### src/design/gstc_pkg.sv
// Constants, register map and field layouts of the gated sixteen-bit timer.
// Assumes an APB master with 32-bit data; each byte register sits in one word.
package gstc_pkg;
   // ----------------------------------------------------------------------
   // Register map: printed offsets are indices, byte address is four times.
   // ----------------------------------------------------------------------
   localparam int unsigned ADDR_W = 12;
   localparam logic [11:0] IDX_CNT_LO = 12'h30c;
   localparam logic [11:0] IDX_CNT_HI = 12'h30d;
   localparam logic [11:0] IDX_TCTL = 12'h30e;
   localparam logic [11:0] IDX_GCTL = 12'h30f;
   localparam logic [11:0] IDX_GSRC = 12'h310;
   localparam logic [11:0] IDX_CSRC = 12'h311;
   localparam logic [11:0] IDX_STAT = 12'h318;
   // ----------------------------------------------------------------------
   // Field positions and source codes.
   // ----------------------------------------------------------------------
   localparam int unsigned STAT_ROLL_BIT = 0;
   localparam int unsigned STAT_GEVT_BIT = 1;
   localparam logic [4:0] CS_PIN = 5'h00;
   localparam logic [4:0] CS_FOSC4 = 5'h01;
   localparam logic [4:0] CS_FOSC = 5'h02;
   localparam logic [4:0] CS_OVF_T1 = 5'h0c;
   localparam logic [4:0] CS_OVF_T3 = 5'h0d;
   localparam logic [4:0] CS_LAST = 5'h11;
   localparam logic [4:0] GS_OVF_T1 = 5'h02;
   localparam logic [4:0] GS_OVF_T3 = 5'h04;
   localparam logic [4:0] GS_LAST = 5'h18;
   localparam logic [1:0] PS_DIV1 = 2'h0;
   localparam logic [1:0] PS_DIV2 = 2'h1;
   localparam logic [1:0] PS_DIV4 = 2'h2;
   localparam logic [1:0] PS_DIV8 = 2'h3;
   localparam logic [1:0] QUAD_LAST = 2'h3;
   localparam logic [15:0] CNT_MAX = 16'hffff;
   localparam logic [15:0] CNT_RESET = 16'h0000;
   localparam logic [4:0] SRC_RESET = 5'h00;
   // ----------------------------------------------------------------------
   // Field groups.
   // ----------------------------------------------------------------------
   typedef struct packed {
      logic [1:0] prescale_select;
      logic sync_bypass;
      logic wide_access_enable;
      logic timer_on;
   } gstc_tctl_s;
   typedef struct packed {
      logic gate_enable;
      logic gate_polarity;
      logic gate_toggle_mode;
      logic gate_single_pulse_mode;
   } gstc_gctl_s;
   localparam gstc_tctl_s TCTL_RESET = '{2'h0, 1'b0, 1'b0, 1'b0};
   localparam gstc_gctl_s GCTL_RESET = '{1'b0, 1'b0, 1'b0, 1'b0};
   typedef enum logic [1:0] {
      SP_IDLE = 2'b00,
      SP_ARMED = 2'b01,
      SP_RUN = 2'b10
   } gstc_sp_e;
endpackage

### src/design/gstc_timer.sv
// Sixteen-bit gated up-counter with prescaler, source selectors and APB registers.
// Assumes clock and gate sources arrive asynchronously; presetn is power-on reset.
//
// Functional notes
// - Prescale code 11 divides by 8, 10 by 4, 01 by 2, 00 none.
// - System clock and its quarter ignore the sync bit and are used directly.
// - Other sources: sync bit 1 bypasses alignment, 0 aligns to system clock.
// - Wide access bit makes the counter one 16-bit access, else two bytes.
// - Wide mode: low read latches high buffer; low write loads high from buffer.
// - Enabled with gate enable: gate decides counting; disabled: nothing counts.
// - Enabled without gate enable: count every prescaled edge.
// - Polarity 1 counts while gate high, 0 while gate low.
// - Toggle mode passes the gate through a flop toggling on rising edges.
// - Toggle mode off forces and holds the toggle flop clear.
// - Single pulse mode hands the gate to the acquisition logic.
// - Go/done reads 1 while armed or acquiring, 0 when done or idle.
// - Clearing single pulse mode clears go/done.
// - Counting starts on next gate edge; trailing edge clears go/done, blocks more.
// - Gate level view shows the gate feeding the counter, whatever gate enable.
// - Five-bit clock selector picks the source; codes above 10001 are reserved.
// - Clock selector resets to 00000 on power-on reset only.
// - Five-bit gate selector picks the gate; codes above 11000 are reserved.
// - Counter is reached as a high byte 15:8 and low byte 7:0.
// - Counter clears only on power-on reset.
// - Counter rolls from maximum to zero and sets the rollover flag.
// - Falling gate level sets the gate event flag, even with gate disabled.
//
// Decided for this implementation: the APB register port.
`timescale 1ns/1ps
`default_nettype none
module gstc_timer
   import gstc_pkg::*;
#(
   parameter bit FIRST_INSTANCE = 1'b1,
   parameter int unsigned N_CLK_SRC = 18,
   parameter int unsigned N_GATE_SRC = 25
)
(
   input wire logic pclk,
   input wire logic presetn,
   input wire logic psel,
   input wire logic penable,
   input wire logic pwrite,
   input wire logic [ADDR_W-1:0] paddr,
   input wire logic [31:0] pwdata,
   input wire logic [3:0] pstrb,
   output logic [31:0] prdata,
   output logic pready,
   output logic pslverr,
   input wire logic [N_CLK_SRC-1:0] clk_src_in,
   input wire logic [N_GATE_SRC-1:0] gate_src_in,
   output logic overflow_out,
   output logic rollover_flag,
   output logic gate_event_flag
);
   // ----------------------------------------------------------------------
   // Helpers.
   // ----------------------------------------------------------------------
   function automatic logic [ADDR_W-1:0] byte_addr(input logic [11:0] idx);
      byte_addr = ADDR_W'({idx, 2'b00});
   endfunction

   function automatic logic [2:0] ps_mask(input logic [1:0] code);
      case (code)
         PS_DIV1: ps_mask = 3'h0;
         PS_DIV2: ps_mask = 3'h1;
         PS_DIV4: ps_mask = 3'h3;
         PS_DIV8: ps_mask = 3'h7;
         default: ps_mask = 3'h0;
      endcase
   endfunction

   // ----------------------------------------------------------------------
   // Registers and state.
   // ----------------------------------------------------------------------
   gstc_tctl_s tctl_reg;
   gstc_gctl_s gctl_reg;
   gstc_sp_e sp_reg;
   logic [4:0] cs_reg;
   logic [4:0] gss_reg;
   logic [15:0] cnt_reg;
   logic [7:0] hbuf_reg;
   logic [2:0] ps_reg;
   logic [1:0] quad_reg;
   logic pend_reg;
   logic [2:0] csync_reg;
   logic [2:0] gsync_reg;
   logic clvl_reg;
   logic clvl_d_reg;
   logic glvl_reg;
   logic glvl_d_reg;
   logic tff_reg;
   logic act_d_reg;
   logic gate_level_view_reg;

   // ----------------------------------------------------------------------
   // APB access decode.
   // ----------------------------------------------------------------------
   logic cap;
   logic done;
   logic hit;
   logic [7:0] rd_data;
   logic [7:0] wd;
   logic wr;
   logic wr_lo;
   logic wr_hi;
   logic rd_lo;

   assign cap = psel && penable && !pready;
   assign done = psel && penable && pready;
   assign wd = pwdata[7:0];
   assign wr = done && pwrite && pstrb[0] && hit;
   assign wr_lo = wr && (paddr == byte_addr(IDX_CNT_LO));
   assign wr_hi = wr && (paddr == byte_addr(IDX_CNT_HI));
   assign rd_lo = cap && !pwrite && (paddr == byte_addr(IDX_CNT_LO));

   // Unused bit positions are constant zero here and never stored.
   always_comb
   begin
      hit = 1'b1;
      rd_data = 8'h00;
      case (paddr)
         byte_addr(IDX_CNT_LO): rd_data = cnt_reg[7:0];
         byte_addr(IDX_CNT_HI): rd_data = tctl_reg.wide_access_enable ?
            hbuf_reg : cnt_reg[15:8];
         byte_addr(IDX_TCTL): rd_data = {2'b00, tctl_reg.prescale_select, 1'b0,
            tctl_reg.sync_bypass, tctl_reg.wide_access_enable, tctl_reg.timer_on};
         byte_addr(IDX_GCTL): rd_data = {gctl_reg, sp_reg != SP_IDLE, gate_level_view_reg,
            2'b00};
         byte_addr(IDX_GSRC): rd_data = {3'b000, gss_reg};
         byte_addr(IDX_CSRC): rd_data = {3'b000, cs_reg};
         byte_addr(IDX_STAT): rd_data = {6'b000000, gate_event_flag, rollover_flag};
         default: hit = 1'b0;
      endcase
   end

   // One wait state gives time to register the read data.
   always_ff @(posedge pclk or negedge presetn)
   begin
      if (!presetn)
      begin
         pready <= 1'b0;
         prdata <= 32'h0000_0000;
         pslverr <= 1'b0;
      end
      else
      begin
         pready <= cap;
         prdata <= (cap && !pwrite) ? {24'h000000, rd_data} : 32'h0000_0000;
         pslverr <= cap && !hit;
      end
   end

   // ----------------------------------------------------------------------
   // Control registers; only power-on reset touches them.
   // ----------------------------------------------------------------------
   always_ff @(posedge pclk or negedge presetn)
   begin
      if (!presetn)
      begin
         tctl_reg <= TCTL_RESET;
         gctl_reg <= GCTL_RESET;
         gss_reg <= SRC_RESET;
         cs_reg <= SRC_RESET;
      end
      else if (wr)
      begin
         if (paddr == byte_addr(IDX_TCTL))
            tctl_reg <= '{wd[5:4], wd[2], wd[1], wd[0]};
         if (paddr == byte_addr(IDX_GCTL))
            gctl_reg <= wd[7:4];
         if (paddr == byte_addr(IDX_GSRC))
            gss_reg <= wd[4:0];
         if (paddr == byte_addr(IDX_CSRC))
            cs_reg <= wd[4:0];
      end
   end

   // ----------------------------------------------------------------------
   // Clock source selection and synchronisation.
   // ----------------------------------------------------------------------
   logic cs_valid;
   logic gs_valid;
   logic clk_rise;
   logic cnt_edge;

   // The code that would point at this instance's own overflow is reserved.
   assign cs_valid = (cs_reg <= CS_LAST) &&
      (cs_reg != (FIRST_INSTANCE ? CS_OVF_T1 : CS_OVF_T3));
   assign gs_valid = (gss_reg <= GS_LAST) &&
      (gss_reg != (FIRST_INSTANCE ? GS_OVF_T1 : GS_OVF_T3));

   always_ff @(posedge pclk or negedge presetn)
   begin
      if (!presetn)
      begin
         csync_reg <= 3'h0;
         clvl_reg <= 1'b0;
         clvl_d_reg <= 1'b0;
      end
      else
      begin
         csync_reg <= {csync_reg[1:0], cs_valid && clk_src_in[cs_reg]};
         if (csync_reg[1] == csync_reg[2])
            clvl_reg <= csync_reg[2];
         clvl_d_reg <= clvl_reg;
      end
   end

   assign clk_rise = clvl_reg && !clvl_d_reg;

   always_ff @(posedge pclk or negedge presetn)
   begin
      if (!presetn)
         quad_reg <= 2'h0;
      else
         quad_reg <= quad_reg + 2'h1;
   end

   // Aligned mode holds an edge until the next quarter-rate tick.
   always_ff @(posedge pclk or negedge presetn)
   begin
      if (!presetn)
         pend_reg <= 1'b0;
      else
         pend_reg <= (pend_reg || clk_rise) && (quad_reg != QUAD_LAST);
   end

   always_comb
   begin
      case (cs_reg)
         CS_FOSC: cnt_edge = 1'b1;
         CS_FOSC4: cnt_edge = quad_reg == QUAD_LAST;
         default:
         begin
            if (!cs_valid)
               cnt_edge = 1'b0;
            else if (tctl_reg.sync_bypass)
               cnt_edge = clk_rise;
            else
               cnt_edge = (pend_reg || clk_rise) && (quad_reg == QUAD_LAST);
         end
      endcase
   end

   // ----------------------------------------------------------------------
   // Gate path: toggle, polarity, single pulse.
   // ----------------------------------------------------------------------
   logic g_rise;
   logic tsig;
   logic act;
   logic act_rise;
   logic act_fall;
   logic gate_val;

   always_ff @(posedge pclk or negedge presetn)
   begin
      if (!presetn)
      begin
         gsync_reg <= 3'h0;
         glvl_reg <= 1'b0;
         glvl_d_reg <= 1'b0;
      end
      else
      begin
         gsync_reg <= {gsync_reg[1:0], gs_valid && gate_src_in[gss_reg]};
         if (gsync_reg[1] == gsync_reg[2])
            glvl_reg <= gsync_reg[2];
         glvl_d_reg <= glvl_reg;
      end
   end

   assign g_rise = glvl_reg && !glvl_d_reg;

   always_ff @(posedge pclk or negedge presetn)
   begin
      if (!presetn)
         tff_reg <= 1'b0;
      else if (!gctl_reg.gate_toggle_mode)
         tff_reg <= 1'b0;
      else if (g_rise)
         tff_reg <= !tff_reg;
   end

   assign tsig = gctl_reg.gate_toggle_mode ? tff_reg : glvl_reg;
   assign act = gctl_reg.gate_polarity ? tsig : !tsig;
   assign act_rise = act && !act_d_reg;
   assign act_fall = !act && act_d_reg;

   always_ff @(posedge pclk or negedge presetn)
   begin
      if (!presetn)
         act_d_reg <= 1'b0;
      else
         act_d_reg <= act;
   end

   // Software arms an acquisition; hardware ends it on the trailing edge.
   always_ff @(posedge pclk or negedge presetn)
   begin
      if (!presetn)
         sp_reg <= SP_IDLE;
      else if (wr && (paddr == byte_addr(IDX_GCTL)))
      begin
         if (!wd[4])
            sp_reg <= SP_IDLE;
         else if (!wd[3])
            sp_reg <= SP_IDLE;
         else if (sp_reg == SP_IDLE)
            sp_reg <= SP_ARMED;
      end
      else if (!gctl_reg.gate_single_pulse_mode)
         sp_reg <= SP_IDLE;
      else
      begin
         case (sp_reg)
            SP_ARMED: if (act_rise) sp_reg <= SP_RUN;
            SP_RUN: if (act_fall) sp_reg <= SP_IDLE;
            default: sp_reg <= sp_reg;
         endcase
      end
   end

   // Idle blocks all further gate events until the next arm.
   assign gate_val = gctl_reg.gate_single_pulse_mode ?
      (act && ((sp_reg == SP_RUN) || ((sp_reg == SP_ARMED) && act_rise))) : act;

   always_ff @(posedge pclk or negedge presetn)
   begin
      if (!presetn)
         gate_level_view_reg <= 1'b0;
      else
         gate_level_view_reg <= gate_val;
   end

   // ----------------------------------------------------------------------
   // Prescaler and counter.
   // ----------------------------------------------------------------------
   logic count_en;
   logic ps_tick;

   assign count_en = tctl_reg.timer_on &&
      (!gctl_reg.gate_enable || gate_level_view_reg);
   assign ps_tick = cnt_edge && count_en &&
      ((ps_reg & ps_mask(tctl_reg.prescale_select)) ==
      ps_mask(tctl_reg.prescale_select));

   // Only a low-byte write restarts the prescaler.
   always_ff @(posedge pclk or negedge presetn)
   begin
      if (!presetn)
         ps_reg <= 3'h0;
      else if (wr_lo)
         ps_reg <= 3'h0;
      else if (ps_tick)
         ps_reg <= 3'h0;
      else if (cnt_edge && count_en)
         ps_reg <= ps_reg + 3'h1;
   end

   // A software write beats a count in the same cycle.
   always_ff @(posedge pclk or negedge presetn)
   begin
      if (!presetn)
         cnt_reg <= CNT_RESET;
      else if (wr_lo)
         cnt_reg <= tctl_reg.wide_access_enable ? {hbuf_reg, wd} :
            {cnt_reg[15:8], wd};
      else if (wr_hi && !tctl_reg.wide_access_enable)
         cnt_reg <= {wd, cnt_reg[7:0]};
      else if (ps_tick)
         cnt_reg <= cnt_reg + 16'h0001;
   end

   // The buffer is the staging byte for wide writes and the snapshot for reads.
   always_ff @(posedge pclk or negedge presetn)
   begin
      if (!presetn)
         hbuf_reg <= 8'h00;
      else if (rd_lo && tctl_reg.wide_access_enable)
         hbuf_reg <= cnt_reg[15:8];
      else if (wr_hi && tctl_reg.wide_access_enable)
         hbuf_reg <= wd;
   end

   // ----------------------------------------------------------------------
   // Event flags; a new event wins over a clear in the same cycle.
   // ----------------------------------------------------------------------
   logic roll_evt;
   logic stat_wr;

   assign roll_evt = ps_tick && !wr_lo && !(wr_hi && !tctl_reg.wide_access_enable) &&
      (cnt_reg == CNT_MAX);
   assign stat_wr = wr && (paddr == byte_addr(IDX_STAT));

   always_ff @(posedge pclk or negedge presetn)
   begin
      if (!presetn)
         rollover_flag <= 1'b0;
      else
         rollover_flag <= roll_evt ||
            (rollover_flag && !(stat_wr && wd[STAT_ROLL_BIT]));
   end

   always_ff @(posedge pclk or negedge presetn)
   begin
      if (!presetn)
         gate_event_flag <= 1'b0;
      else
         gate_event_flag <= (gate_level_view_reg && !gate_val) ||
            (gate_event_flag && !(stat_wr && wd[STAT_GEVT_BIT]));
   end

   always_ff @(posedge pclk or negedge presetn)
   begin
      if (!presetn)
         overflow_out <= 1'b0;
      else
         overflow_out <= roll_evt;
   end
endmodule
`default_nettype wire

### config.mk
export PLATFORM = sky130hd
export DESIGN_NAME = gstc_timer
export DESIGN_NICKNAME = d
export VERILOG_FILES = /design/src/design/gstc_pkg.sv /design/src/design/gstc_timer.sv
export SDC_FILE = /design/constraint.sdc
export NUM_CORES = 1
export LEC_CHECK = 0
export BUFFER_PORTS_ARGS = -buffer_cell sky130_fd_sc_hd__buf_2
export CORE_ASPECT_RATIO = 0.7
export CORE_UTILIZATION = 45
export CTS_CLUSTER_DIAMETER = 200
export DETAILED_ROUTE_END_ITERATION = 12
export GPL_TIMING_DRIVEN = 0
export PLACE_DENSITY_LB_ADDON = 0.2
export SYNTH_ARGS = -nofsm -noshare
export SYNTH_HDL_FRONTEND = slang
export SYNTH_SLANG_ARGS = --single-unit
### constraint.sdc
create_clock -name pclk -period 2.69 [get_ports pclk]
set_input_delay 0.4035 -clock pclk [delete_from_list [all_inputs] [get_ports pclk]]
set_output_delay 0.4035 -clock pclk [all_outputs]
set_load 0.02 [all_outputs]
# After elaboration in Yosys (flattened, before gate mapping)

Index checks and enable logic that the tools add are counted.
Widths: inputs -> output; s select.

Input bits: 96
Bits in registers: 77
Logic and storage cells: 178

Add/sub/neg operators: 3
Mux-type cells: 34
Bitwise operators: 1
Eq/ne operators: 29
Magnitude comparators: 4
Reductions and logical operators: 75

Operator list:

| operator              | count |
|---|---|
| $eq 12x12->1 const B  | 7 |
| $mux 16               | 4 |
| $pmux 8 s7            | 1 |
| $logic_and 1x1->1     | 39 |
| $mux 8                | 4 |
| $add 16x1->16 const B | 1 |
| $eq 16x16->1 const B  | 1 |
| $logic_not 1->1       | 16 |
| $mux 2                | 7 |
| $lt 5x6->1 const B    | 2 |
| $pmux 3 s4            | 1 |
| $reduce_and 2->1      | 6 |
| $bmux 1 s5            | 2 |
| $le 5x5->1 const B    | 2 |
| $mux 1                | 10 |
| $mux 3                | 3 |
| $eq 2x2->1 const B    | 4 |
| $ne 4x4->1 const B    | 2 |
| $reduce_or 7->1       | 1 |
| $ne 2x2->1 const B    | 3 |
| $reduce_bool 2->1     | 3 |
| $reduce_bool 3->1     | 2 |
| $eq 5x1->1 const B    | 1 |
| $eq 5x2->1 const B    | 1 |
| 16 further kinds      | 23 |

# Longest topological paths before layout

Gate-level depths: netlist of the first run.

Word-level depth: 13
Gate-level depth with buffers: 10

# Worst setup path after synthesis of the first run

Ideal clock, no wire load.

Path kind: flip-flop to flip-flop
Start point: reg cs_reg[1]
End point: reg cnt_reg[8]
Arrival: 2183 ps
Stages on the path, launching flop included: 8
Path buffers: 1
Required time: 2565 ps
Slack: 382 ps
Cell sequence: dfrtp_1 > buf_6 > or3_1 > a221o_1 > o22ai_4 > a21oi_2 > nor2_2 > mux2_2

Longest elaborated chain between the ends: 8

RTL lines:

| element                                         | RTL line                             | source |
|---|---|---|
| start, declared                                 | gstc_timer.sv:79                     | `logic [4:0] cs_reg;` |
| start signal, assigned                          | gstc_timer.sv:175                    | `cs_reg <= wd[4:0];` |
| $le 5x5->1 / $ne 5x4->1 (equally long branches) | gstc_timer.sv:188, gstc_timer.sv:189 |  |
| $logic_and 1x1->1                               | gstc_timer.sv:188                    | `assign cs_valid = (cs_reg <= CS_LAST) &&` |
| $mux 1                                          | gstc_timer.sv:236                    | `if (!cs_valid)` |
| $pmux 1 s2 *                                    | gstc_timer.sv:231                    | `case (cs_reg)` |
| $logic_and 1x1->1 * (2 in series)               | gstc_timer.sv:344                    | `assign ps_tick = cnt_edge && count_en &&` |
| $reduce_bool 3->1 (no line) *                   | -                                    |  |
| $reduce_and 2->1 (no line) *                    | -                                    |  |
| end signal, assigned                            | gstc_timer.sv:367                    | `cnt_reg <= tctl_reg.wide_access_enable ? {hbuf_reg, wd} :` |
| end signal, assigned                            | gstc_timer.sv:370                    | `cnt_reg <= {wd, cnt_reg[7:0]};` |
| end signal, assigned                            | gstc_timer.sv:372                    | `cnt_reg <= cnt_reg + 16'h0001;` |
| end, declared                                   | gstc_timer.sv:81                     | `logic [15:0] cnt_reg;` |

Every way passes the cells marked *; elsewhere a longest branch is shown, timed or not.
A chain may end at the register's enable or synchronous reset.

# Worst setup path in the final report of the first run

Start point: reg cs_reg[1]
End point: reg rollover_flag

Longest elaborated chain between the ends: 10

RTL lines:

| element                                         | RTL line                             | source |
|---|---|---|
| $le 5x5->1 / $ne 5x4->1 (equally long branches) | gstc_timer.sv:188, gstc_timer.sv:189 |  |
| $logic_and 1x1->1                               | gstc_timer.sv:188                    |  |
| $mux 1                                          | gstc_timer.sv:236                    |  |
| $pmux 1 s2 *                                    | gstc_timer.sv:231                    |  |
| $logic_and 1x1->1 * (2 in series)               | gstc_timer.sv:344                    |  |
| $logic_and 1x1->1 * (3 in series)               | gstc_timer.sv:392                    | `assign roll_evt = ps_tick && !wr_lo && !(wr_hi && !tctl_reg.wide_access_enable) &&` |
| via roll_evt                                    | gstc_timer.sv:389                    | `logic roll_evt;` |
| $logic_or 1x1->1 *                              | gstc_timer.sv:401                    | `rollover_flag <= roll_evt \|\|` |
| end signal, assigned                            | gstc_timer.sv:401                    |  |
| end, declared                                   | gstc_timer.sv:53                     | `output logic rollover_flag,` |

The timed path passes the listed nets; every way through them passes the cells marked *.

==> run summary, run 1 <==
The flow ran to the end, and the final reports show no timing, DRC or antenna violations. In this run the post-CTS setup repair buffer count came out at 0. The final instance count without filler cells was 718; the largest net degree at the start of global routing was 61. After synthesis, flip-flops and latches occupy 40.7% of the total area. Before antenna repair, the detailed router went through 8 iterations.

Between clock sinks in the finished design, the worst skew comes to 0.00607 ns. The total setup violations reported at the end of the flow is 0, and the placement row count is 30. Kind of launch point of the worst setup path: a flop.

The maximum clock frequency was 392 MHz; the detailed-placement wirelength estimate was 10000 µm. The share of synthesized area in the top cell type comes to 40.7%. CTS placed an instance of sky130_fd_sc_hd__clkbuf_16 at the clock tree root.

The average cell area after synthesis works out to 10.1 µm². Worst hold path class: reg2reg. For the total power draw, the log shows 2.82 mW. VDD sags by at most 0.369 mV. The total buffers and inverters traversed by the critical path was 1; the antenna diode count was 0. The later pin in the worst-skew pair is clocked with a latency of 0.34 ns. Headroom to the max-slew limit came out at 55.6%. TritonCTS built the clock tree. The count of nets left with antenna violations once routing finished came out at 0. Sort of element at the end of the critical path: a flop. The logs give 0 for the count of synthesis-stage warnings from yosys and 421 for the first-iteration detailed-routing DRC count.

The placed instances occupy a cell area of 5410 µm². The run gives 2.83 ns as the data arrival time of the critical path. The distinct cell type count of the synthesized netlist came out at 70. The biggest area consumer among synthesized cells was sky130_fd_sc_hd__dfrtp_1. The worst setup slack after placement was -0.415 ns.

The slowest library cell on the worst path was sky130_fd_sc_hd__nor3_2. The height of the die is 87.8 µm. Summed over all failing endpoints, the final setup total negative slack is 0 ns. The final critical-path share of the clock period works out to 94.9%. Power density over the cells: 487 nW/µm². The logs give 13300 µm for the routed wire length and 9950 µm² for the core area. The congestion estimate from routability-driven global placement came to 0.941. After detailed routing, the number of vias per cell comes to 5.96. After detailed routing, the average wire length per cell comes to 18.5 µm. The count of state elements after synthesis was 77; the count of boundary I/O pins was 133. The logs give 2.97 ns for the data required time of the worst path and 25.3% for the overall track demand over capacity in global routing. The register with the most flip-flops in the layout has 16 of them.

The vias after detailed routing is 4276, and the remaining routing DRC violations is 0. The count of buffers added on input and output ports is 80. After the last flow step, the layout net total stands at 687. The CTS H-tree depth is 3.

The tools report the post-synth design cell area as 4740 µm². Setup repair after global routing left no endpoint under its margin. Including well taps, the total number of placed cells is 701. The analysis attributes to cell leakage a power of 2.56 nW. The hold violation total from the final report is 0, and the number of global-route vias before repair is 4103.

Counting flops with a built-in enable in the synthesized netlist gives 0. The number of standard cells after synthesis was 469; the initial core utilization was 47.6%. The primary flip-flop cell chosen by synthesis mapping is sky130_fd_sc_hd__dfrtp_1. The max-slew violation total from the final report was 0. With fillers left out, the area of the finished cells amounts to 5790 µm². The worst path needs 2.55 ns of the cycle, external delays included.

Final setup slack of the worst path: 0.136 ns. The die covers 10900 µm². For the pin with the worst max-slew slack, the measured transition is 0.660 ns. Relative to the synthesized area, the layout overhead comes to 22.3%.

Of all nets on the critical path, the largest fanout is 10. For the total congestion overflow after global routing, the log shows 0. The sink count of the clock tree was 77.

Cells with a size suffix above 1 make up 30.7% of the layout. The signal on the critical path passes through buf_6, or3_1, a221o_1, o22a_1, nor3_2, and3_1, a21o_1. After clock tree synthesis, the clock-pin slew on the worst setup and hold paths is 0.06 ns. The die outline width is 125 µm, and the worst stage delay on the critical path is 0.45 ns. In this run the deepest clock path goes through 2 buffers.

For the number of antenna violations at the first check in global routing, the log shows 0. Yosys attributes the largest share of cell area to sky130_fd_sc_hd__dfrtp_1, sky130_fd_sc_hd__mux2_2, sky130_fd_sc_hd__mux4_2, sky130_fd_sc_hd__buf_4, sky130_fd_sc_hd__mux2i_1. Broken down by cell family, the worst path's largest delay share belongs to simple AND/OR/NAND/NOR gates. The max-capacitance violation count came out at 0. Of all flip-flops after synthesis, the portion carrying an async set or reset was 100%. The first global-routing pass estimated 21300 µm of wire. The critical path is of the reg2reg type.

Clock buffer count from CTS: 9.
## report_power, final
| part | internal [mW] | switching, mW | total [mW] |
|---|---|---|---|
| Sequential | 1.18 | 0.0103 | 1.19 |
| Clock | 0.935 | 0.475 | 1.41 |
| Combinational | 0.0968 | 0.126 | 0.223 |
| Total | 2.21 | 0.611 | 2.82 |
## area by class of cell
cell class / count / area (µm²)
Buffer: 47 / 280
Sequential cell: 77 / 1930
Multi-Input combinational cell: 355 / 2580
Clock buffer: 11 / 243
Tap cell: 128 / 160
Clock inverter: 5 / 106
Inverter: 13 / 48.8
Fill cell: 870 / 4160
Timing Repair Buffer: 82 / 440
## synthesized netlist by cell type (all sizes together) (6+ instances only)
master	number
dfrtp	77
nand2	35
buf	29
mux2	29
nor2	28
a21oi	25
o21ai	22
clkbuf	18
nand3	18
nor3	15
mux2i	14
inv	13
and3	10
mux4	10
a222oi	8
nand4	8
a22oi	6
and2	6
ha	6
nand2b	6
nor4	6
or3	6
## logic make-up after synthesis
logic type               share of synthesized area (%)
multiplexers                                      14.6
AO/OA/AOI/OAI                                     16.3
XOR/XNOR                                         0.555
adder cells (fa/ha/maj)                           2.01
buffers and inverters                             6.95
flip-flops                                        40.7
AND/OR/NAND/NOR                                   18.8
other                                           0.0792
## cell usage in the layout, fill, tap and decap left out, types with 5 or more instances in the layout
cell and n:
sky130_fd_sc_hd__nand3_1 18, sky130_fd_sc_hd__nand2_1 33, sky130_fd_sc_hd__mux2i_1 14, sky130_fd_sc_hd__nor3_1 13
sky130_fd_sc_hd__nor2_1 27, sky130_fd_sc_hd__or3_1 6, sky130_fd_sc_hd__clkbuf_1 19, sky130_fd_sc_hd__a21oi_1 24
sky130_fd_sc_hd__a222oi_1 8, sky130_fd_sc_hd__buf_2 81, sky130_fd_sc_hd__and3_1 10, sky130_fd_sc_hd__inv_1 13
sky130_fd_sc_hd__mux2_2 29, sky130_fd_sc_hd__dfrtp_1 77, sky130_fd_sc_hd__a22oi_1 6, sky130_fd_sc_hd__nand2b_1 6
sky130_fd_sc_hd__o21ai_0 21, sky130_fd_sc_hd__conb_1 24, sky130_fd_sc_hd__nand4_1 8, sky130_fd_sc_hd__mux4_2 10
sky130_fd_sc_hd__clkbuf_16 9, sky130_fd_sc_hd__ha_1 6, sky130_fd_sc_hd__and2_1 5, sky130_fd_sc_hd__buf_4 26
## final timing paths
path,startpoint,endpoint,slack (ns),cells after the start
worst min-delay path,gsync_reg[0]$_DFF_PN0_,gsync_reg[1]$_DFF_PN0_,0.35,0
worst max register to register,cs_reg[1]$_DFFE_PN0P_,rollover_flag$_DFF_PN0_,0.14,7
worst min register to register,gsync_reg[0]$_DFF_PN0_,gsync_reg[1]$_DFF_PN0_,0.35,0
worst max-delay path,cs_reg[1]$_DFFE_PN0P_,rollover_flag$_DFF_PN0_,0.14,7
min in group asynchronous,presetn,prdata[1]$_DFF_PN0_,0.49,2
max in group asynchronous,presetn,cs_reg[1]$_DFFE_PN0P_,1.62,3
## routing by layer
layer  track usage, %  share of wire [%]  up-vias
met1             36.0                 47     2077
met3             7.51                 10       16
met2             37.7                 42      233
met4             6.57                1.2        0
li1                 -                  -     1950
met5                0                  0        -
## per-stage QoR
stage	hold WS [ns]	utilization (%)
3_5_place_dp	0.294	54.4
3_3_place_gp	0.334	54.1
5_1_grt	0.355	58.2
2_1_floorplan	0.108	-
6_report	0.347	58.2
4_1_cts	0.350	58.1
## what timing repair did
| action | in CTS | in global routing |
|---|---|---|
| resized for setup | 1 | 3 |
| gates cloned | 0 | 0 |
| hold buffers | 1 | 0 |
| endpoints found under the setup margin | 8 | 13 |
| endpoints found under the hold margin | 17 | 0 |
No activity file was read; power rests on OpenSTA's default activity.
==> run 2: changes to the inputs <==
ABC_AREA = 1   (was not set)
BUFFER_PORTS_ARGS = -buffer_cell sky130_fd_sc_hd__clkbuf_2   (was -buffer_cell sky130_fd_sc_hd__buf_2)
==> run summary, run 2 <==
The power density over the cells was 580 nW/µm² (+19%). Among all flip-flop cells after synthesis, the most frequent one is sky130_fd_sc_hd__dfrtp_1. The number of synthesized flops with an enable pin is 0 (unchanged).

TritonCTS built the clock tree. The logs give 0 (unchanged) for the count of synthesis-stage warnings from yosys and 0 (unchanged) for the count of buffers added by post-CTS timing repair for setup. The tools report the total congestion overflow after global routing as 0 (unchanged).

The fraction of final layout cells sized beyond drive strength 1 was 22.4% (-8.3 points). Async set-reset flop share out of synthesis: 100% (unchanged). The worst setup path is captured at a flop.

The biggest area consumer among synthesized cells is sky130_fd_sc_hd__dfrtp_1. The summed negative setup slack over all endpoints is 0 ns (unchanged). The tree is rooted in a sky130_fd_sc_hd__clkbuf_16.

The tools report the final RePlAce weighted congestion as 0.934 (-0.77%). The quantity of I/O buffers inserted on ports works out to 81 (+1.3%). The tools report the total setup violations reported at the end of the flow as 0 (unchanged). The commonest cells after synthesis are sky130_fd_sc_hd__nand2_1, sky130_fd_sc_hd__inv_1, sky130_fd_sc_hd__dfrtp_1.

The logs give 9 (unchanged) for the clock buffer count from CTS and 0 (unchanged) for the max-slew violation total from the final report. The logs give 0.00708 ns (+0.00101 ns) for the worst-case clock skew and 11900 µm (+18%) for the detailed-placement wirelength estimate. Clock-pin slew reported for the worst setup and hold paths after clock tree synthesis: 0.06 ns (about the same). For the max-capacitance violation count, the log shows 0 (unchanged). For the overall track demand over capacity in global routing, the log shows 27.5% (+2.3 points).

The tools report the count of filler cells inserted in the layout as 1022 (+17%). The CTS H-tree depth is 3 (unchanged). The leading cell type in the layout, fill and taps excluded was sky130_fd_sc_hd__nand2_1. Leaving out fill and tap cells, the most frequent cells in the layout are sky130_fd_sc_hd__nand2_1, sky130_fd_sc_hd__inv_1, sky130_fd_sc_hd__clkbuf_2. The distinct cell type count of the synthesized netlist was 47 (-33%); the maximum fanout along the worst path was 9 (-1). Routed wire length: 15300 µm (+15%). The antenna diode count came out at 0 (unchanged). The final critical-path share of the clock period was 76.7% (-18 points); the number of standard cells after synthesis was 693 (+48%).

The area enclosed by the die boundary is 11700 µm² (+6.7%). The hold violation total from the final report was 0 (unchanged). By instance count, the leading cell after synthesis is sky130_fd_sc_hd__nand2_1.

Type of the worst setup path: reg2reg. The average cell area after synthesis works out to 7.30 µm² (-28%). For the number of detailed-route iterations in the first pass, the log shows 5 (-3). The total leakage power is 3.09 nW (+21%), and the sink count of the clock tree is 77 (unchanged). The number of routed nets with antenna violations is 0 (unchanged), and the largest net degree at the start of global routing is 47 (-23%). The flow ran to the end, and the final reports show no timing, DRC or antenna violations. The flip-flop count of the largest register, all copies and words added was 16 (unchanged).

The post-synth design cell area was 5060 µm² (+6.8%); the placement row count was 31 (+3.3%). The count of state elements after synthesis was 77 (unchanged). The run gives 38.1% (-2.6 points) as the sequential-to-total area share from yosys stat.

The area growth from synthesis to layout is 20.0%. The number of nets in the layout is 911 (+33%), and the setup slack on the worst flop-to-flop path is 0.63 ns (+0.49 ns). Total power draw: 3.52 mW (+25%). The worst IR drop on VDD is 0.418 mV (+13%). The final critical delay including setup and external delays came out at 2.06 ns (-0.491 ns). The die outline width came out at 129 µm (+3.3%). The number of antenna violations at the first check in global routing came out at 0 (unchanged). The logs give 493 (+17%) for the first-iteration detailed-routing DRC count and 47.6% (about the same) for the initial core utilization.

The logs give 0 (unchanged) for the remaining routing DRC violations and 0 (-1) for the number of hold buffers added after CTS. The worst hold path class is in2async. The data arrival time of the critical path came out at 2.34 ns (-0.49 ns). The number of global-route vias before repair is 4703 (+15%). The data required time of the worst path was 2.96 ns (about the same). The logs give 133 (unchanged) for the count of boundary I/O pins and 24600 µm (+16%) for the first-pass GRT wire length.

The mean number of vias per cell came out at 5.26 (-12%). The core area was 10600 µm² (+6.8%). Yosys attributes the largest share of cell area to sky130_fd_sc_hd__dfrtp_1, sky130_fd_sc_hd__nand2_1, sky130_fd_sc_hd__inv_1, sky130_fd_sc_hd__o21ai_0, sky130_fd_sc_hd__nand3_1. Setup repair after global routing left no endpoint under its margin.

The clock network latency to the later pin of the worst-skew pair came out at 0.34 ns (about the same). The kind of launch point of the worst setup path was a flop. The final routed wire length divided by cell count was 15.9 µm (-14%); the post-CTS resize count was 0 (-1). The maximum clock frequency came out at 485 MHz (+24%). Maximum root-to-sink buffer count: 2 (unchanged). The area share of the largest cell type after synthesis is 38.1% (-2.6 points), and the tightest slew margin relative to the limit is 52.2% (-3.4 points). The height of the die is 90.7 µm (+3.3%), and the vias after detailed routing is 5058 (+18%).

The measured slew at the worst slew-check pin works out to 0.711 ns (+0.0509 ns).
==> run 2: cell types whose count changed in the layout (fill, tap and decap cells not counted), moves of 27 or more <==
| cell | delta |
|---|---|
| sky130_fd_sc_hd__nand3_1 | +27 |
| sky130_fd_sc_hd__inv_1 | +69 |
| sky130_fd_sc_hd__nand2_1 | +145 |
| sky130_fd_sc_hd__o21ai_0 | +36 |
| sky130_fd_sc_hd__buf_2 | -78 |
| sky130_fd_sc_hd__mux2_2 | -29 |
| sky130_fd_sc_hd__clkbuf_2 | +81 |
==> run 2: where the power goes <==
part           total [mW]  internal, mW  switching (mW)
logic               0.788         0.316           0.472
registers            1.47          1.30           0.177
clock network        1.26         0.732           0.529
total                3.52          2.34            1.18
==> run 2: per-stage QoR <==
| step | util [%] | setup slack [ns] | instances | cell area (µm²) | hold slack, ns |
|---|---|---|---|---|---|
| floorplan | - | 0.970 | 716 | 5150 | 0.108 |
| detailed placement | 54.3 | 0.452 | 946 | 5770 | 0.336 |
| global route | 57.1 | 0.399 | 962 | 6070 | 0.0773 |
| finish | 57.1 | 0.627 | 962 | 6070 | 0.0447 |
| CTS | 57.1 | 0.661 | 962 | 6070 | 0.0620 |
| global placement | 54.0 | 0.451 | 945 | 5740 | 0.333 |
==> run 2: layout make-up <==
cell class / instances / area, µm² / area share [%]
Buffer: 40 / 272 / 4.47
Clock buffer: 9 / 225 / 3.71
Clock inverter: 7 / 80.1 / 1.32
Inverter: 92 / 345 / 5.69
Multi-Input combinational cell: 507 / 2600 / 42.9
Sequential cell: 77 / 1930 / 31.7
Tap cell: 148 / 185 / 3.05
Timing Repair Buffer: 82 / 435 / 7.17
==> run 2: critical path, stage by stage, from the launching register on <==
cell	delay, ns
sky130_fd_sc_hd__dfrtp_1	0.36
sky130_fd_sc_hd__clkbuf_1	0.18
sky130_fd_sc_hd__nor2_1	0.26
sky130_fd_sc_hd__nand3_1	0.11
sky130_fd_sc_hd__nand2_1	0.09
sky130_fd_sc_hd__nand4_1	0.09
sky130_fd_sc_hd__nand2_1	0.14
sky130_fd_sc_hd__nand3_2	0.15
sky130_fd_sc_hd__nand2_4	0.18
sky130_fd_sc_hd__nand2_4	0.13
sky130_fd_sc_hd__nand2_4	0.15
sky130_fd_sc_hd__nand3_2	0.08
sky130_fd_sc_hd__nand2_1	0.06
==> run 2: logic make-up after synthesis <==
group / Yosys count / share of synthesized area (%)
flops: 77 / 38.1
compound gates: 122 / 14.0
buf+inv: 132 / 12.2
fa+ha+maj: 8 / 1.88
mux: 1 / 0.198
xor+xnor: 13 / 2.25
other cells: 1 / 0.0741
simple gates: 339 / 31.4
==> run 2: path summary, 6_finish.rpt <==
check                                  startpoint                 endpoint  depth (start not counted)
min in group pclk                       pwdata[1]  tctl_reg[1]$_DFFE_PN0P_                          3
setup reg to reg            cs_reg[2]$_DFFE_PN0P_  cnt_reg[14]$_DFFE_PN0P_                         12
hold / removal                            presetn   csync_reg[1]$_DFF_PN0_                          1
max in group asynchronous                 presetn  hbuf_reg[7]$_DFFE_PN0P_                          2
hold reg to reg            csync_reg[0]$_DFF_PN0_   csync_reg[1]$_DFF_PN0_                          0
setup / recovery            cs_reg[2]$_DFFE_PN0P_  cnt_reg[14]$_DFFE_PN0P_                         12
==> run 2: metal layers <==
metal | wire length [µm] | share of wire, % | global-route usage [%]
met5 | 0 | 0 | 0
met4 | 122 | 0.80 | 5.00
met3 | 1330 | 8.7 | 5.63
met1 | 7360 | 48 | 41.7
met2 | 6450 | 42 | 40.2
==> run 3: changes to the inputs <==
clock period = 1.8 ns   (was 2.69 ns; I/O delays follow)
==> run summary, run 3 (same netlist as run 2, synthesis figures left out) <==
The run finished with clean final reports. For the remaining routing DRC violations, the log shows 0 (unchanged). Detailed-placement wirelength estimate: 11900 µm (unchanged). The logs give 0.02 ns (-0.60 ns) for the setup slack on the worst flop-to-flop path and 0 (unchanged) for the total setup violations reported at the end of the flow. The tools report the count of boundary I/O pins as 133 (unchanged).

Kind of launch point of the worst setup path: a flop. From synthesis to final layout, the design area changed by 30.9%. The count of filler cells inserted in the layout was 949 (-7.1%); the fraction of final layout cells sized beyond drive strength 1 was 29.6% (+7.2 points). The tightest slew margin relative to the limit was 52.4% (+0.29 points); the number of routed nets with antenna violations was 0 (unchanged). The number of nets in the layout is 939 (+3.1%). Power density over the cells: 837 nW/µm² (+44%).

The run gives 0.34 ns (about the same) as the clock network latency to the later pin of the worst-skew pair. In the layout the commonest cells are sky130_fd_sc_hd__nand2_1, sky130_fd_sc_hd__clkbuf_2, sky130_fd_sc_hd__inv_1. The data required time of the worst path is 2.03 ns (-0.93 ns), and the max-slew violation total from the final report is 0 (unchanged). The area enclosed by the die boundary came out at 11700 µm² (unchanged). The maximum fanout along the worst path is 5 (-4).

The worst hold path terminates at tctl_reg[1]$_DFFE_PN0P_. The largest individual stage delay along the critical path comes from the cell sky130_fd_sc_hd__dfrtp_1. The core area is 10600 µm² (unchanged). TritonCTS built the clock tree.

Setup repair after global routing could not meet its margin everywhere. The max-capacitance violation count is 0 (unchanged). Flip-flop count of the largest register, all copies and words added: 16 (unchanged). The worst setup path is of the reg2reg kind. The run gives 25000 µm (+1.6%) as the first-pass GRT wire length. Cell depth of the worst flop-to-flop path: 12 (unchanged). Number of antenna violations at the first check in global routing: 0 (unchanged). The tools report the clock buffer count from CTS as 9 (unchanged). The measured slew at the worst slew-check pin works out to 0.707 ns (-0.00434 ns).

The most numerous cell type found on the critical path is sky130_fd_sc_hd__nand2_1. The count of cells along the worst hold path is 3. The worst stage delay on the critical path was 0.39 ns (+0.03 ns). STA classifies the critical path endpoint as a flop.

The final critical-path share of the clock period came out at 98.7% (+22 points). The die outline width is 129 µm (unchanged). The data arrival time of the critical path came out at 2.01 ns (-0.33 ns).

In this design, the largest share of critical-path delay is due to simple AND/OR/NAND/NOR gates. The height of the die works out to 90.7 µm (unchanged). The tools report the antenna diode count as 0 (unchanged).

The logs give 0 ns (unchanged) for the summed negative setup slack over all endpoints and 3 (unchanged) for the CTS H-tree depth. Mean number of vias per cell: 5.31 (+0.99%). The final critical delay including setup and external delays came out at 1.78 ns (-0.285 ns). The worst IR drop on VDD was 0.637 mV (+52%); the final routed wire length divided by cell count was 16.6 µm (+5.0%). The tools report the vias after detailed routing as 5257 (+3.9%). The worst hold path class was in2reg. The tools report the worst setup slack after placement as -0.304 ns (-0.757 ns). The cell chosen for the clock root was sky130_fd_sc_hd__clkbuf_16. The quantity of I/O buffers inserted on ports came out at 81 (unchanged). The logs give 31 (unchanged) for the placement row count and 28.0% (+0.44 points) for the overall track demand over capacity in global routing. The run gives 0 (unchanged) as the total congestion overflow after global routing. The routed wire length came out at 16500 µm (+8.0%). The sink count of the clock tree is 77 (unchanged).

The worst-case clock skew came out at 0.00805 ns (+0.000971 ns). The library cell used most frequently in the layout, excluding fill and tap cells, is sky130_fd_sc_hd__nand2_1. The initial core utilization was 47.6% (unchanged); the hold violation total from the final report was 0 (unchanged). The total buffers and inverters traversed by the critical path works out to 4 (+3). The total leakage power came out at 3.39 nW (+9.5%). The first-iteration detailed-routing DRC count came out at 461 (-6.5%). The tools report the maximum clock frequency as 563 MHz (+16%). The destination of the worst register-to-register timing path is cnt_reg[9]$_DFFE_PN0P_. In this run the critical register-to-register path is launched from pready$_DFF_PN0_. For the final setup slack of the worst path, the log shows 0.0226 ns (-0.605 ns). The tools report the start point of the worst min-delay path as pwdata[1].

The tools report the maximum root-to-sink buffer count as 2 (unchanged). The critical path goes through inv_1, nor2_1, and3_4, inv_4, nor2_4, buf_6, buf_4, nand4_1, nand3_1, nand2_1, nand2_1, nand2_1. The number of global-route vias before repair was 4786 (+1.8%); the final RePlAce weighted congestion was 0.934 (unchanged). The run gives 5 (unchanged) as the number of detailed-route iterations in the first pass. The largest net degree at the start of global routing was 47 (unchanged).

The clock-pin slew reported for the worst setup and hold paths after clock tree synthesis is 0.07 ns (about the same).
-- run 3: cell count changes in the layout (fill, tap and decap cells not counted), sizes merged --
cell | before | now
nand2 | 195 | 196
clkbuf | 99 | 95
clkinvlp | 1 | 2
clkinv | 3 | 2
buf | 32 | 62
dlygate4sd3 | 0 | 1
-- run 3: repair_timing --
item	CTS	global route
resized for setup	23	69
pin swaps	3	23
buffers inserted	6	22
setup endpoints to repair	22	44
hold buffers	1	0
gates cloned	0	3
hold endpoints to repair	31	0
-- run 3: layer usage --
metal / global-route usage [%] / wire length (µm) / up-vias
li1: - / - / 2516
met2: 41.4 / 7230 / 244
met3: 6.75 / 1380 / 28
met1: 41.4 / 7670 / 2469
met4: 4.80 / 199 / 0
met5: 0 / 0 / -
-- run 3: through the flow --
step                      total power [mW]  area (µm²)  std cells  util, %  hold slack [ns]
after global routing                  5.79        6630        990     62.3            0.190
after detailed placement              3.38        5770        946     54.3            0.282
after floorplan                       2.99        5150        716        -          -0.0256
after CTS                             5.34        6210        967     58.4            0.172
after global placement                3.34        5740        945     54.0            0.333
final                                 5.54        6630        990     62.3            0.175
-- run 3: cell type report --
| class | instances | area (µm²) | area share (%) |
|---|---|---|---|
| Buffer | 36 | 294 | 4.44 |
| Clock buffer | 9 | 225 | 3.40 |
| Clock inverter | 7 | 80.1 | 1.21 |
| Inverter | 92 | 367 | 5.53 |
| Multi-Input combinational cell | 508 | 2850 | 43.0 |
| Sequential cell | 77 | 1930 | 29.2 |
| Tap cell | 148 | 185 | 2.80 |
| Timing Repair Buffer | 113 | 692 | 10.4 |
-- run 3: power breakdown --
part	internal [mW]	total [mW]	switching [mW]	leakage (nW)
sequential	1.94	2.26	0.320	0.976
clock	1.09	1.89	0.796	0.148
combinational	0.582	1.39	0.808	2.26
total	3.62	5.54	1.92	3.39
-- run 3: worst max-delay path by stage --
stage                                start                       to  slack, ns  cells past startpoint
detailed placement                paddr[8]  cnt_reg[14]$_DFFE_PN0P_      -0.30                     15
floorplan                 pready$_DFF_PN0_   cnt_reg[7]$_DFFE_PN0P_       0.13                     11
CTS                  cs_reg[1]$_DFFE_PN0P_  cnt_reg[11]$_DFFE_PN0P_     -0.003                     13
global placement                   presetn   cnt_reg[5]$_DFFE_PN0P_      -0.31                      1
finish                    pready$_DFF_PN0_   cnt_reg[9]$_DFFE_PN0P_       0.02                     12
global route        cnt_reg[0]$_DFFE_PN0P_  cnt_reg[12]$_DFFE_PN0P_      -0.09                     12
-- run 3: worst reg2reg max path, stage by stage, from the launching register on --
cell	delay, ns
sky130_fd_sc_hd__dfrtp_1	0.39
sky130_fd_sc_hd__inv_1	0.06
sky130_fd_sc_hd__nor2_1	0.09
sky130_fd_sc_hd__and3_4	0.24
sky130_fd_sc_hd__inv_4	0.05
sky130_fd_sc_hd__nor2_4	0.22
sky130_fd_sc_hd__buf_6	0.18
sky130_fd_sc_hd__buf_4	0.12
sky130_fd_sc_hd__nand4_1	0.07
sky130_fd_sc_hd__nand3_1	0.10
sky130_fd_sc_hd__nand2_1	0.06
sky130_fd_sc_hd__nand2_1	0.05
sky130_fd_sc_hd__nand2_1	0.05
